File: config.mk
export PLATFORM = sky130hd
export DESIGN_NAME = uic_regs
export DESIGN_NICKNAME = d
export VERILOG_FILES = /design/src/uic_pkg.sv /design/src/uic_regs.sv
export SDC_FILE = /design/constraint.sdc
export NUM_CORES = 1
export LEC_CHECK = 0
export BUFFER_PORTS_ARGS = -buffer_cell sky130_fd_sc_hd__buf_2
export CAP_MARGIN = 20
export CORE_MARGIN = 4
export CORE_UTILIZATION = 39
export DETAILED_ROUTE_END_ITERATION = 10
export GPL_TIMING_DRIVEN = 1
export HOLD_SLACK_MARGIN = 0.12
export PLACE_DENSITY = 0.77
export SETUP_SLACK_MARGIN = 0.3
export SLEW_MARGIN = 15
export SYNTH_ARGS = -nofsm -noshare
export SYNTH_HDL_FRONTEND = slang
export SYNTH_SLANG_ARGS = --single-unit
File: constraint.sdc
create_clock -name clk_i -period 1.65 [get_ports clk_i]
set_clock_uncertainty 0.2 [all_clocks]
set_input_delay 0.0825 -clock clk_i [delete_from_list [all_inputs] [get_ports clk_i]]
set_output_delay 0.0825 -clock clk_i [all_outputs]
set_load 0.02 [all_outputs]
File: src/uic_pkg.sv
// package: register map, field layout and types for the serial port irq clear and id bank
// Functional notes
// - writing one to clear bit 9 clears pending break error interrupt; zero no effect
// - writing one to parity clear bit clears pending parity error interrupt; zero no effect
// - writing one to framing clear bit clears pending framing error interrupt; zero no effect
// - writing one to bit 6 clears receive time-out interrupt; reads zero
// - writing one to bit 5 clears transmit interrupt; zero no effect; resets zero
// - writing one to bit 4 clears receive interrupt; zero no effect; resets zero
// - clear register bits 3:0 are read-only reserved; software preserves them
// - identification registers are read-only, hard-coded; writes never alter them
// - each identification register holds one identity byte in 7:0, upper bits zero
// - identification registers 4..7 at 0xFD0..0xFDC, registers 0 and 1 at 0xFE0, 0xFE4
// - clear removes raw and masked status; clear register sits at offset 0x044
package uic_pkg;
  localparam int ADDR_W = 12;
  localparam logic [11:0] OFS_STATUS = 12'h03C;
  localparam logic [11:0] OFS_MASKED = 12'h040;
  localparam logic [11:0] OFS_ICLEAR = 12'h044;
  localparam logic [11:0] OFS_ENABLE = 12'h038;
  localparam logic [11:0] OFS_ID4 = 12'hFD0;
  localparam logic [11:0] OFS_ID5 = 12'hFD4;
  localparam logic [11:0] OFS_ID6 = 12'hFD8;
  localparam logic [11:0] OFS_ID7 = 12'hFDC;
  localparam logic [11:0] OFS_ID0 = 12'hFE0;
  localparam logic [11:0] OFS_ID1 = 12'hFE4;
  // six event bits occupy register bits 9:4
  localparam int EV_LSB = 4;
  localparam int EV_N = 6;
  localparam int BIT_RX = 4;
  localparam int BIT_TX = 5;
  localparam int BIT_RT = 6;
  localparam int BIT_FE = 7;
  localparam int BIT_PE = 8;
  localparam int BIT_BE = 9;
  localparam logic [5:0] EV_RESET = 6'h00;
  localparam logic [31:0] ZERO_WORD = 32'h0000_0000;

  typedef struct packed {
    logic [5:0] raw;
    logic [5:0] enable;
    logic ack;
    logic [31:0] rdata;
  } uic_state_type;

  typedef struct packed {
    logic [ADDR_W-1:0] adr;
    logic [31:0] dat;
    logic [3:0] sel;
    logic we;
    logic cyc;
    logic stb;
  } uic_wb_req_type;
endpackage

File: src/uic_regs.sv
// module: wishbone register bank with irq clear bits, enables and identity bytes
`timescale 1ns/10ps
module uic_regs
  import uic_pkg::*;
#(
  // identity bytes: arbitrary neutral values
  parameter logic [7:0] ID_BYTE0 = 8'hA5,
  parameter logic [7:0] ID_BYTE1 = 8'h5A,
  parameter logic [7:0] ID_BYTE4 = 8'h3C,
  parameter logic [7:0] ID_BYTE5 = 8'hC3,
  parameter logic [7:0] ID_BYTE6 = 8'h69,
  parameter logic [7:0] ID_BYTE7 = 8'h96
) (
  // clock and reset
  input wire logic clk_i,
  input wire logic rst_i,
  // wishbone slave
  input wire logic wb_cyc_i,
  input wire logic wb_stb_i,
  input wire logic wb_we_i,
  input wire logic [ADDR_W-1:0] wb_adr_i,
  input wire logic [31:0] wb_dat_i,
  input wire logic [3:0] wb_sel_i,
  output logic [31:0] wb_dat_o,
  output logic wb_ack_o,
  // event pulses from receive and transmit logic, bit order rx,tx,rt,fe,pe,be
  input wire logic [EV_N-1:0] event_i,
  // status and interrupt
  output logic [EV_N-1:0] raw_status_o,
  output logic [EV_N-1:0] masked_status_o,
  output logic irq_o
);

  uic_state_type s_r;
  uic_state_type s_nxt;
  uic_wb_req_type req;
  logic access;
  logic wr_lane1;
  logic wr_lane0;

  assign req = '{adr: wb_adr_i, dat: wb_dat_i, sel: wb_sel_i, we: wb_we_i,
                 cyc: wb_cyc_i, stb: wb_stb_i};
  // one access per request: ack drops the cycle after it is given
  assign access = req.cyc && req.stb && !s_r.ack;
  assign wr_lane0 = access && req.we && req.sel[0];
  assign wr_lane1 = access && req.we && req.sel[1];

  function automatic logic [31:0] id_word(input logic [7:0] b);
    id_word = {24'h00_0000, b};
  endfunction

  function automatic logic [31:0] read_mux(input logic [ADDR_W-1:0] a,
                                           input logic [5:0] raw,
                                           input logic [5:0] en);
    case ({a[ADDR_W-1:2], 2'b00})
      OFS_STATUS: read_mux = {22'h00_0000, raw, 4'h0};
      OFS_MASKED: read_mux = {22'h00_0000, raw & en, 4'h0};
      OFS_ENABLE: read_mux = {22'h00_0000, en, 4'h0};
      OFS_ICLEAR: read_mux = ZERO_WORD;
      OFS_ID0: read_mux = id_word(ID_BYTE0);
      OFS_ID1: read_mux = id_word(ID_BYTE1);
      OFS_ID4: read_mux = id_word(ID_BYTE4);
      OFS_ID5: read_mux = id_word(ID_BYTE5);
      OFS_ID6: read_mux = id_word(ID_BYTE6);
      OFS_ID7: read_mux = id_word(ID_BYTE7);
      default: read_mux = ZERO_WORD;
    endcase
  endfunction

  always_comb begin
    logic [9:0] wbits;
    logic [5:0] clr;
    wbits = {req.dat[9:8] & {2{wr_lane1}}, req.dat[7:0] & {8{wr_lane0}}};
    clr = '0;
    s_nxt = s_r;
    s_nxt.ack = access;
    // clear register decode at 0x044, both low lanes needed
    if (wr_lane0 && wr_lane1 && req.adr[ADDR_W-1:2] == OFS_ICLEAR[ADDR_W-1:2]) begin
      // reserved bits 3:0 never reach the status bits
      clr = wbits[9:EV_LSB];
    end
    // event set wins over same-cycle clear
    s_nxt.raw = (s_r.raw & ~clr) | event_i;
    if (wr_lane0 && wr_lane1 && req.adr[ADDR_W-1:2] == OFS_ENABLE[ADDR_W-1:2]) begin
      s_nxt.enable = req.dat[9:EV_LSB];
    end
    if (access && !req.we) begin
      s_nxt.rdata = read_mux(req.adr, s_r.raw, s_r.enable);
    end
    if (rst_i) begin
      s_nxt = '0;
      s_nxt.raw = EV_RESET;
      s_nxt.enable = EV_RESET;
    end
  end

  always_ff @(posedge clk_i) begin
    s_r <= s_nxt;
  end

  assign wb_ack_o = s_r.ack;
  assign wb_dat_o = s_r.rdata;
  assign raw_status_o = s_r.raw;
  assign masked_status_o = s_r.raw & s_r.enable;
  assign irq_o = |(s_r.raw & s_r.enable);

  logic clr_wr;
  assign clr_wr = wr_lane0 && wr_lane1 && req.adr[ADDR_W-1:2] == OFS_ICLEAR[ADDR_W-1:2];

  property p_break_clear;
    @(posedge clk_i) disable iff (rst_i)
      clr_wr && req.dat[BIT_BE] && !event_i[5] |=> !raw_status_o[5];
  endproperty
  a_break_clear: assert property (p_break_clear) else $error("break clear failed");

  property p_parity_clear;
    @(posedge clk_i) disable iff (rst_i)
      clr_wr && req.dat[BIT_PE] && !event_i[4] |=> !raw_status_o[4];
  endproperty
  a_parity_clear: assert property (p_parity_clear) else $error("parity clear failed");

  property p_frame_clear;
    @(posedge clk_i) disable iff (rst_i)
      clr_wr && req.dat[BIT_FE] && !event_i[3] |=> !raw_status_o[3];
  endproperty
  a_frame_clear: assert property (p_frame_clear) else $error("framing clear failed");

  property p_rt_clear;
    @(posedge clk_i) disable iff (rst_i)
      clr_wr && req.dat[BIT_RT] && !event_i[2] |=> !raw_status_o[2];
  endproperty
  a_rt_clear: assert property (p_rt_clear) else $error("timeout clear failed");

  property p_tx_zero;
    @(posedge clk_i) disable iff (rst_i)
      clr_wr && !req.dat[BIT_TX] && raw_status_o[1] |=> raw_status_o[1];
  endproperty
  a_tx_zero: assert property (p_tx_zero) else $error("zero write cleared tx");

  property p_rx_clear;
    @(posedge clk_i) disable iff (rst_i)
      clr_wr && req.dat[BIT_RX] && !event_i[0] |=> !raw_status_o[0];
  endproperty
  a_rx_clear: assert property (p_rx_clear) else $error("rx clear failed");

  property p_set_wins;
    @(posedge clk_i) disable iff (rst_i)
      event_i[0] |=> raw_status_o[0];
  endproperty
  a_set_wins: assert property (p_set_wins) else $error("event lost");

  property p_id0_read;
    @(posedge clk_i) disable iff (rst_i)
      access && !req.we && req.adr == OFS_ID0 |=> wb_ack_o && wb_dat_o == {24'h0, ID_BYTE0};
  endproperty
  a_id0_read: assert property (p_id0_read) else $error("id0 read wrong");

  property p_id7_read;
    @(posedge clk_i) disable iff (rst_i)
      access && !req.we && req.adr == OFS_ID7 |=> wb_dat_o == {24'h0, ID_BYTE7};
  endproperty
  a_id7_read: assert property (p_id7_read) else $error("id7 read wrong");

  property p_irq_level;
    @(posedge clk_i) disable iff (rst_i)
      irq_o == |masked_status_o;
  endproperty
  a_irq_level: assert property (p_irq_level) else $error("irq mismatch");

  property p_ack_drop;
    @(posedge clk_i) disable iff (rst_i)
      wb_ack_o |=> !wb_ack_o;
  endproperty
  a_ack_drop: assert property (p_ack_drop) else $error("ack held");

  property p_tx_clear;
    @(posedge clk_i) disable iff (rst_i)
      clr_wr && req.dat[BIT_TX] && !event_i[1]
      |=> !raw_status_o[1];
  endproperty
  a_tx_clear: assert property (p_tx_clear) else $error("tx clear failed");

  property p_be_zero;
    @(posedge clk_i) disable iff (rst_i)
      clr_wr && !req.dat[BIT_BE] && raw_status_o[5]
      |=> raw_status_o[5];
  endproperty
  a_be_zero: assert property (p_be_zero) else $error("zero write cleared break");

  property p_pe_zero;
    @(posedge clk_i) disable iff (rst_i)
      clr_wr && !req.dat[BIT_PE] && raw_status_o[4]
      |=> raw_status_o[4];
  endproperty
  a_pe_zero: assert property (p_pe_zero) else $error("zero write cleared parity");

  property p_fe_zero;
    @(posedge clk_i) disable iff (rst_i)
      clr_wr && !req.dat[BIT_FE] && raw_status_o[3]
      |=> raw_status_o[3];
  endproperty
  a_fe_zero: assert property (p_fe_zero) else $error("zero write cleared framing");

  property p_rt_zero;
    @(posedge clk_i) disable iff (rst_i)
      clr_wr && !req.dat[BIT_RT] && raw_status_o[2]
      |=> raw_status_o[2];
  endproperty
  a_rt_zero: assert property (p_rt_zero) else $error("zero write cleared timeout");

  property p_rx_zero;
    @(posedge clk_i) disable iff (rst_i)
      clr_wr && !req.dat[BIT_RX] && raw_status_o[0]
      |=> raw_status_o[0];
  endproperty
  a_rx_zero: assert property (p_rx_zero) else $error("zero write cleared rx");

  property p_id1_read;
    @(posedge clk_i) disable iff (rst_i)
      access && !req.we && req.adr == OFS_ID1
      |=> wb_dat_o == {24'h0, ID_BYTE1};
  endproperty
  a_id1_read: assert property (p_id1_read) else $error("id1 read wrong");

  property p_id4_read;
    @(posedge clk_i) disable iff (rst_i)
      access && !req.we && req.adr == OFS_ID4
      |=> wb_dat_o == {24'h0, ID_BYTE4};
  endproperty
  a_id4_read: assert property (p_id4_read) else $error("id4 read wrong");

  property p_id5_read;
    @(posedge clk_i) disable iff (rst_i)
      access && !req.we && req.adr == OFS_ID5
      |=> wb_dat_o == {24'h0, ID_BYTE5};
  endproperty
  a_id5_read: assert property (p_id5_read) else $error("id5 read wrong");

  property p_id6_read;
    @(posedge clk_i) disable iff (rst_i)
      access && !req.we && req.adr == OFS_ID6
      |=> wb_dat_o == {24'h0, ID_BYTE6};
  endproperty
  a_id6_read: assert property (p_id6_read) else $error("id6 read wrong");

  property p_iclear_read;
    @(posedge clk_i) disable iff (rst_i)
      access && !req.we && req.adr == OFS_ICLEAR
      |=> wb_dat_o == ZERO_WORD;
  endproperty
  a_iclear_read: assert property (p_iclear_read) else $error("clear read not zero");

  property p_reserved_low;
    @(posedge clk_i) disable iff (rst_i)
      access && !req.we && req.adr < OFS_ID4
      |=> wb_dat_o[3:0] == 4'h0;
  endproperty
  a_reserved_low: assert property (p_reserved_low) else $error("reserved bits set");

  property p_enable_write;
    @(posedge clk_i) disable iff (rst_i)
      wr_lane0 && wr_lane1 && req.adr == OFS_ENABLE
      |=> irq_o == |(raw_status_o & $past(wb_dat_i[9:4]));
  endproperty
  a_enable_write: assert property (p_enable_write) else $error("enable write lost");

  property p_id_write;
    @(posedge clk_i) disable iff (rst_i)
      access && req.we && req.adr >= OFS_ID4
      |=> $stable(wb_dat_o);
  endproperty
  a_id_write: assert property (p_id_write) else $error("id write changed data");

  property p_ack_answer;
    @(posedge clk_i) disable iff (rst_i)
      access
      |=> wb_ack_o;
  endproperty
  a_ack_answer: assert property (p_ack_answer) else $error("access not acked");

  property p_reset_clear;
    @(posedge clk_i)
      rst_i
      |=> raw_status_o == 6'h00 && !irq_o;
  endproperty
  a_reset_clear: assert property (p_reset_clear) else $error("reset left status");

  property p_lane_refuse;
    @(posedge clk_i) disable iff (rst_i)
      access && req.we && req.sel[1:0] != 2'b11 && req.adr == OFS_ICLEAR && raw_status_o[0]
      |=> raw_status_o[0];
  endproperty
  a_lane_refuse: assert property (p_lane_refuse) else $error("partial clear acted");

  property p_rdata_hold;
    @(posedge clk_i) disable iff (rst_i)
      !(access && !req.we)
      |=> $stable(wb_dat_o);
  endproperty
  a_rdata_hold: assert property (p_rdata_hold) else $error("read data moved");

  property p_tx_set;
    @(posedge clk_i) disable iff (rst_i)
      event_i[1]
      |=> raw_status_o[1];
  endproperty
  a_tx_set: assert property (p_tx_set) else $error("tx event lost");

  property p_be_set;
    @(posedge clk_i) disable iff (rst_i)
      event_i[5]
      |=> raw_status_o[5];
  endproperty
  a_be_set: assert property (p_be_set) else $error("break event lost");

  c_clear: cover property (@(posedge clk_i) clr_wr && |req.dat[9:4]);
  c_irq: cover property (@(posedge clk_i) $rose(irq_o));
  c_id_read: cover property (@(posedge clk_i) access && !req.we && req.adr == OFS_ID4);
  c_collide: cover property (@(posedge clk_i) clr_wr && req.dat[BIT_RX] && event_i[0]);
  c_lane: cover property (@(posedge clk_i) access && req.we && req.sel[1:0] != 2'b11);
endmodule

==> results of run 1 <==
==> registers in the layout, summed over array words and instances, names as in the netlist <==
name and cells:
wb_dat_o 10, raw_status_o 6, wb_ack_o 1, s_r 6
==> worst max-delay path by stage <==
| stage | depth (start not counted) | slack [ns] | to |
|---|---|---|---|
| after floorplan | 5 | -0.004 | raw_status_o[1] |
| after global placement | 5 | -0.08 | raw_status_o[0] |
| after detailed placement | 6 | -0.12 | wb_dat_o[8] |
| after CTS | 4 | -0.23 | irq_o |
| after global routing | 4 | -0.26 | irq_o |
| final | 4 | -0.23 | irq_o |
==> logic make-up after synthesis <==
family,after synthesis,share of synthesized area (%)
buffers and inverters,63,23.51
xor gates and xnor gates,1,0.5144
muxes,1,0.5878
DFF,23,27.04
and+or+nand+nor,71,25.57
AOI/OAI and AO/OA,59,22.56
other,1,0.2202
==> worst reg2reg max path: stages, from the launching register on <==
cell     delay [ns]
dfxtp_2        0.34
and3b_2        0.29
nand4_1        0.24
o21ai_1        0.21
a21oi_1        0.08
==> cells in the final DEF (no fill, tap or decap), types with 5 or more instances in the layout <==
master / n
a21oi_1: 16
buf_2: 48
buf_4: 32
buf_6: 11
conb_1: 22
dfxtp_1: 17
dfxtp_2: 6
dlygate4sd3_1: 12
inv_1: 12
nand2_1: 12
nand3_1: 15
nor2_1: 5
o21ai_1: 10
o21ai_2: 7
==> power groups by stage <==
stage	Combinational [W]	Sequential, W	Clock [W]
after detailed placement	0.000275	0.000585	0
after floorplan	0.000209	0.000589	0
final	0.000348	0.000573	0.000359
after CTS	0.000328	0.000573	0.000364
after global routing	0.000371	0.000574	0.000387
after global placement	0.000272	0.000584	0
==> final cells by class <==
cell class	instances	area [µm²]	area share, %
repair buffers	103	724.4	29.71
well taps	50	62.56	2.565
flip-flops and latches	23	467.9	19.19
clock buffers	3	41.29	1.693
clock inverters	1	5.005	0.2052
multi-input cells	154	1089	44.64
inverters	13	48.80	2.001
==> stage by stage <==
step	total power, W	setup TNS (ns)	instance area (µm²)
after floorplan	0.0007990	-0.02452	1827
after global placement	0.0008557	-1.011	2019
after detailed placement	0.0008599	-1.520	2019
after CTS	0.001264	-0.2255	2389
after global routing	0.001332	-0.2581	2439
final	0.001280	-0.2294	2439
==> timing repair <==
| item | CTS | global route |
|---|---|---|
| gates resized for setup | 41 | 12 |
| pin swaps | 25 | 11 |
| endpoints found under the hold margin | 19 | 19 |
| endpoints found under the setup margin | 19 | 22 |
| setup buffers | 8 | 0 |
==> per-layer routing <==
metal  routed length [µm]  global-route usage, %  up-vias  share of wire (%)
met5                    0                      0        -                  0
met3                  420                  4.730       16                7.9
met4                  140                  6.640        0                2.6
met2                 2629                  31.50       92                 50
li1                     -                      -      886                  -
met1                 2103                  22.40      855                 40
==> flow_metrics.env, run 1 <==
export IMPL_rsz0062_at_grt="yes"
export IMPL_p_seq_share_pct=44.8
export IMPL_critPathBufInv=1
export IMPL_viasPerCell=5.329
export IMPL_synth_area_per_cell_um2=7.776
export IMPL_finalCoreUtilization_pct=59.26
export IMPL_synth_top_area_share_pct=27.04
export IMPL_dp_hpwl_um=3604
export IMPL_ys_ff_latch=23
export IMPL_slew_viol_final=0
export IMPL_diodes=0
export IMPL_hold_depth=2
export IMPL_p_int_w=0.0008822
export IMPL_p_clk_share_pct=28.1
export IMPL_reg2reg_slack_ns=0.16
export IMPL_yosys_warnings=0
export IMPL_critPathLaunch="s_r[34]"
export IMPL_avgRoutedWirePerCell_um=15.25
export IMPL_hp_class="in2reg"
export IMPL_synth_edff_count=0
export IMPL_routed_wl_um=5292
export IMPL_die_y_um=74.08
export IMPL_p_per_area_mw_per_mm2=524.8
export IMPL_core_mm2=0.004115
export IMPL_worst_path_max_fanout=2
export IMPL_grt_overflow=0
export IMPL_yosys_cell_count_top_type="buf_4"
export IMPL_final_cells=347
export IMPL_rows=23
export IMPL_drc_errors=0
export IMPL_syn_area_mm2=0.001703
export IMPL_drive_above_1_share_pct=47.14
export IMPL_required_ns=1.37
export IMPL_crit_arrival_ns=1.60
export IMPL_antenna_found_initial=0
export IMPL_die_w_um=74.08
export IMPL_vdd_drop_max_v=0.0005478
export IMPL_grt_pass1_wl_um=7866
export IMPL_start_util_pct=41.38
export IMPL_synth_async_reset_ratio_pct=0
export IMPL_synth_cell_types=52
export IMPL_synth_area_leaders="dfxtp_1 27%, buf_4 17%, a21oi_1 5.0%"
export IMPL_startpoint_type="flip-flop"
export IMPL_synth_common_cells="38 x buf_4, 23 x dfxtp_1, 17 x a21oi_1"
export IMPL_fmax_ghz=0.5321
export IMPL_ios=105
export IMPL_sw_frac_of_total_pct=31.06
export IMPL_post_place_ws_ns=-0.1169
export IMPL_crit_family="simple AND/OR/NAND/NOR gates"
export IMPL_htreeDepth=1
export IMPL_r2r_end="s_r[34]"
export IMPL_hold_slack_ns=0.03230
export IMPL_grt_use_total_pct=18.47
export IMPL_status="finished, violations left"
export IMPL_p_sw_w=0.0003975
export IMPL_syn_to_final_growth_pct=43.20
export IMPL_clk_latency_ns=0.27
export IMPL_ant_nets=0
export IMPL_hold_end="wb_ack_o"
export IMPL_synth_ff_type="dfxtp_1"
export IMPL_worst_slack_ns=-0.2294
export IMPL_placedCellCount=323
export IMPL_critPathKind="reg2out"
export IMPL_gp_congestion=0.8582
export IMPL_finalCritPeriodShare_pct=113.9
export IMPL_violations="negative setup slack"
export IMPL_grt_max_degree=21
export IMPL_dr_pass1_iters=4
export IMPL_worstPathCellList="and2_4 > or2_4 > or4_4 > buf_6"
export IMPL_ys_seq_area_share_pct=27.04
export IMPL_crit_slowest_cell="or4_4"
export IMPL_cts_buffers=3
export IMPL_port_buffers=52
export IMPL_cts_tree="done"
export IMPL_yosysTopAreaCell="dfxtp_1"
export IMPL_cts_hold_buf=12
export IMPL_dieArea_mm2=0.005488
export IMPL_fin_nets=357
export IMPL_cts_buffer_depth=2
export IMPL_clkTransAtPathRegs_ns=0.08
export IMPL_rr_startpoint="wb_ack_o"
export IMPL_finalSetupViolCount=1
export IMPL_fillers=377
export IMPL_final_hold_violation_count=0
export IMPL_cpPeakStageDelay_ns=0.48
export IMPL_syn_inst=219
export IMPL_cts_root_buf="clkbuf_8"
export IMPL_r2r_cells=4
export IMPL_power_leakage_nw=1.045
export IMPL_maxCapViolCount=0
export IMPL_grt_pass1_vias=1716
export IMPL_p_comb_share_pct=27.2
export IMPL_worstHoldStart="rst_i"
export IMPL_period_minus_slack_ns=1.879
export IMPL_cts_sinks=23
export IMPL_dr_first_iter_drc_count=101
export IMPL_end_kind="output pin"
export IMPL_route_vias_total=1849
No activity file was read; power rests on OpenSTA's default activity.
==> run 2: changes to the inputs <==
Settings changed: SKIP_CTS_REPAIR_TIMING set to 1.
==> run 2 against run 1 <==
The run still ends with negative setup slack left. Design area is 3.2% higher. Sequential power about the same. Clock power about the same. First-iteration DRC count rose by 6.9%. Maximum frequency about the same. Critical endpoint unchanged.
==> flow_metrics.env, run 2 (synthesized netlist as in run 1, its figures left out) <==
export IMPL_htreeDepth=1
export IMPL_grt_pass1_wl_um=6865
export IMPL_avgRoutedWirePerCell_um=15.44
export IMPL_violations="negative setup slack"
export IMPL_core_mm2=0.004115
export IMPL_rsz0062_at_grt="yes"
export IMPL_dr_first_iter_drc_count=108
export IMPL_crit_end="irq_o"
export IMPL_final_common_cell="buf_2"
export IMPL_crit_slowest_cell="or4_4"
export IMPL_grt_overflow=0
export IMPL_clkTransAtPathRegs_ns=0.08
export IMPL_p_per_area_mw_per_mm2=515.4
export IMPL_clk_latency_ns=0.27
export IMPL_crit_cells=4
export IMPL_crit_family="simple AND/OR/NAND/NOR gates"
export IMPL_power_w=0.001297
export IMPL_cts_buffers=3
export IMPL_ant_nets=0
export IMPL_cts_tree="done"
export IMPL_finalCritPeriodShare_pct=113.8
export IMPL_hold_slack_ns=0.04169
export IMPL_required_ns=1.37
export IMPL_cts_root_buf="clkbuf_8"
export IMPL_largest_register_ffs=10
export IMPL_layout_common_cells="48 x buf_2, 32 x buf_4, 22 x conb_1"
export IMPL_status="finished, violations left"
export IMPL_dr_pass1_iters=4
export IMPL_worst_slack_ns=-0.2276
export IMPL_ios=105
export IMPL_worstPathCellList="and2_4 > or2_4 > or4_4 > buf_6"
export IMPL_routed_wl_um=5326
export IMPL_crit_arrival_ns=1.60
export IMPL_cpPeakStageDelay_ns=0.48
export IMPL_antenna_found_initial=0
export IMPL_start_util_pct=41.38
export IMPL_diodes=0
export IMPL_fmax_ghz=0.5326
export IMPL_startpoint_type="flip-flop"
export IMPL_viasPerCell=5.359
export IMPL_cts_buffer_depth=2
export IMPL_final_hold_violation_count=0
export IMPL_die_y_um=74.08
export IMPL_gp_congestion=0.8582
export IMPL_setup_tns_ns=-0.2276
export IMPL_maxCapViolCount=0
export IMPL_dieArea_mm2=0.005488
export IMPL_port_buffers=52
export IMPL_end_kind="output pin"
export IMPL_route_vias_total=1849
export IMPL_critPathKind="reg2out"
export IMPL_hp_class="in2reg"
export IMPL_r2r_end="s_r[34]"
export IMPL_slew_viol_final=0
export IMPL_power_leakage_nw=1.052
export IMPL_rows=23
export IMPL_critPathBufInv=1
export IMPL_die_w_um=74.08
export IMPL_finalSetupViolCount=1
export IMPL_grt_pass1_vias=1502
export IMPL_syn_to_final_growth_pct=47.76
export IMPL_fin_nets=355
export IMPL_worstHoldStart="rst_i"
export IMPL_vdd_drop_max_v=0.0005455
export IMPL_worst_path_max_fanout=2
export IMPL_dp_hpwl_um=3604
export IMPL_r2r_cells=4
export IMPL_cts_sinks=23
export IMPL_critPathLaunch="raw_status_o[3]"
export IMPL_rr_startpoint="wb_ack_o"
export IMPL_fillers=337
export IMPL_reg2reg_slack_ns=0.13
export IMPL_grt_use_total_pct=15.91
export IMPL_drive_above_1_share_pct=51.19
export IMPL_drc_errors=0
export IMPL_grt_max_degree=21
export IMPL_period_minus_slack_ns=1.878
==> run 2: layout make-up <==
| cell class | count | area, µm² | share of cell area, % |
|---|---|---|---|
| clock inverters | 1 | 5.005 | 0.1989 |
| repair buffers | 101 | 705.7 | 28.05 |
| inverters | 13 | 48.80 | 1.939 |
| multi-input cells | 154 | 1185 | 47.09 |
| clock buffers | 3 | 41.29 | 1.641 |
| well taps | 50 | 62.56 | 2.486 |
| flip-flops and latches | 23 | 467.9 | 18.60 |
==> run 2: per-stage QoR <==
| step | cells | utilization (%) | setup slack [ns] | instance area (µm²) |
|---|---|---|---|---|
| 3_5_place_dp | 323 | 49.07 | -0.1169 | 2019 |
| 6_report | 345 | 61.14 | -0.2276 | 2516 |
| 4_1_cts | 327 | 50.20 | -0.3271 | 2066 |
| 2_1_floorplan | 240 | - | -0.004147 | 1827 |
| 3_3_place_gp | 323 | 49.07 | -0.08326 | 2019 |
| 5_1_grt | 345 | 61.14 | -0.2564 | 2516 |
==> run 2: worst min path at each step <==
stage | slack [ns] | depth (start not counted) | end
final | 0.04 | 2 | wb_ack_o
after global routing | 0.06 | 2 | wb_ack_o
after CTS | -0.16 | 3 | raw_status_o[4]
after detailed placement | 0.13 | 3 | raw_status_o[5]
after global placement | 0.13 | 3 | raw_status_o[4]
after floorplan | 0.02 | 2 | raw_status_o[0]
==> run 2: worst register-to-register path, stage by stage, from the launching register on <==
cell and delay (ns):
dfxtp_2 0.34, and3b_2 0.28, nand4_1 0.25, o21ai_1 0.23, a21oi_1 0.09
==> run 2: layer usage <==
metal,vias up,track usage (%),wire (µm)
li1,881,-,-
met1,877,21.03,2149
met2,79,25.89,2613
met3,12,4.054,445
met4,0,4.024,118
met5,-,0,0
==> run 2: report_power, final <==
group,internal (W),switching [W],leakage (nW)
sequential,0.000567,0.00000652,0.189
combinational,0.000149,0.000215,0.838
clock,0.000169,0.000190,0.0255
total,0.000885,0.000412,1.05
==> run 3: changes to the inputs <==
Settings changed: CORE_MARGIN 4 to 3.
==> run 3 against run 2 <==
The flow still finishes with violations (negative setup slack). Clock-buffer cell count did not move. Design area is 2.0% higher. Via count grew 2.4%. Sequential power hardly changed. Clock power fell by 2%. Critical path type unchanged.
==> flow_metrics.env, run 3 (synthesized netlist as in run 1, its figures left out) <==
export IMPL_final_cells=348
export IMPL_grt_overflow=0
export IMPL_avgRoutedWirePerCell_um=15.37
export IMPL_hp_class="in2reg"
export IMPL_final_hold_violation_count=0
export IMPL_drive_above_1_share_pct=52.35
export IMPL_syn_to_final_growth_pct=50.77
export IMPL_ant_nets=0
export IMPL_cts_root_buf="clkbuf_8"
export IMPL_route_vias_total=1893
export IMPL_startpoint_type="flip-flop"
export IMPL_finalCoreUtilization_pct=62.39
export IMPL_maxCapViolCount=0
export IMPL_cts_sinks=23
export IMPL_fmax_ghz=0.5326
export IMPL_dp_hpwl_um=3607
export IMPL_core_mm2=0.004115
export IMPL_status="finished, violations left"
export IMPL_place_area_mm2=0.002027
export IMPL_period_minus_slack_ns=1.878
export IMPL_gp_congestion=0.8822
export IMPL_end_kind="output pin"
export IMPL_cts_buffer_depth=2
export IMPL_critPathLaunch="s_r[36]"
export IMPL_crit_arrival_ns=1.60
export IMPL_rsz0062_at_grt="yes"
export IMPL_power_leakage_nw=1.072
export IMPL_cpPeakStageDelay_ns=0.47
export IMPL_placedCellCount=324
export IMPL_cts_tree="done"
export IMPL_grt_pass1_wl_um=7162
export IMPL_critPathKind="reg2out"
export IMPL_clk_latency_ns=0.26
export IMPL_cts_buffers=3
export IMPL_grt_max_degree=21
export IMPL_layout_common_cells="48 x buf_2, 34 x buf_4, 22 x conb_1"
export IMPL_vdd_drop_max_v=0.0003691
export IMPL_slew_viol_final=0
export IMPL_dr_first_iter_drc_count=127
export IMPL_rr_startpoint="wb_ack_o"
export IMPL_die_w_um=72.08
export IMPL_dr_pass1_iters=4
export IMPL_p_per_area_mw_per_mm2=506.3
export IMPL_htreeDepth=1
export IMPL_routed_wl_um=5349
export IMPL_worst_slack_ns=-0.2277
export IMPL_worstHoldStart="rst_i"
export IMPL_port_buffers=52
export IMPL_drc_errors=0
export IMPL_ios=105
export IMPL_final_cell_area_mm2=0.002567
export IMPL_finalSetupViolCount=1
export IMPL_grt_pass1_vias=1551
export IMPL_grt_use_total_pct=16.83
export IMPL_worst_path_max_fanout=3
export IMPL_antenna_found_initial=0
export IMPL_worstPathCellList="and2_4 > or2_4 > or4_4 > buf_6"
export IMPL_dieArea_mm2=0.005196
export IMPL_violations="negative setup slack"
export IMPL_rows=23
export IMPL_required_ns=1.37
export IMPL_final_common_cell="buf_2"
export IMPL_viasPerCell=5.440
export IMPL_fin_nets=358
export IMPL_crit_slowest_cell="or4_4"
export IMPL_clkTransAtPathRegs_ns=0.08
export IMPL_die_y_um=72.08
export IMPL_finalCritPeriodShare_pct=113.8
export IMPL_start_util_pct=41.38
export IMPL_largest_register_ffs=10
export IMPL_diodes=0
run 3: cell types whose count changed in the layout (fill, tap and decap cells not counted), moves of 2 or more:
| cell | delta |
|---|---|
| inv_1 | +2 |
| nand3_1 | -2 |
| nand3_2 | +2 |
| inv_2 | -2 |
| nor4_2 | -2 |
| buf_4 | +2 |
run 3: power by group:
group / switching (W) / total, W / internal [W]
Combinational: 0.000221 / 0.000375 / 0.000154
Sequential: 0.00000638 / 0.000573 / 0.000567
Clock: 0.000183 / 0.000351 / 0.000169
run 3: stage by stage:
stage / setup slack (ns) / TNS [ns] / hold slack, ns / power [W]
detailed placement: -0.09532 / -1.304 / 0.1242 / 0.0008637
finish: -0.2277 / -0.2277 / 0.06135 / 0.001300
global route: -0.2421 / -0.2421 / 0.08156 / 0.001343
CTS: -0.3169 / -0.3169 / -0.1599 / 0.001209
global placement: -0.07440 / -0.9565 / 0.1266 / 0.0008577
floorplan: -0.004147 / -0.02452 / 0.01636 / 0.0007990
run 3: worst paths after layout:
kind / to / slack, ns / depth (start not counted)
worst max-delay path: irq_o / -0.23 / 4
worst min-delay path: wb_ack_o / 0.06 / 2
worst max register to register: s_r[33] / 0.12 / 4
worst min register to register: wb_dat_o[5] / 0.25 / 2
run 3: final cells by class:
class	count	area, µm²
repair buffers	104	732.0
multi-input cells	154	1211
clock buffers	3	41.29
inverters	13	48.80
flip-flops and latches	23	466.7
fillers	341	1548
well taps	50	62.56
clock inverters	1	5.005
run 3: layer usage:
layer	share of wire [%]	vias up	global-route usage, %
met1	42	893	22.10
met4	2.5	0	5.219
met2	49	92	28.11
li1	-	892	-
met5	0	-	0
met3	7.1	16	2.770
run 3: worst max-delay path, delay by kind of cell, from the launching register on:
kind,cells,cell delay (ns)
buffers and inverters,1,0.14
and+or+nand+nor,3,0.84
DFF,1,0.34
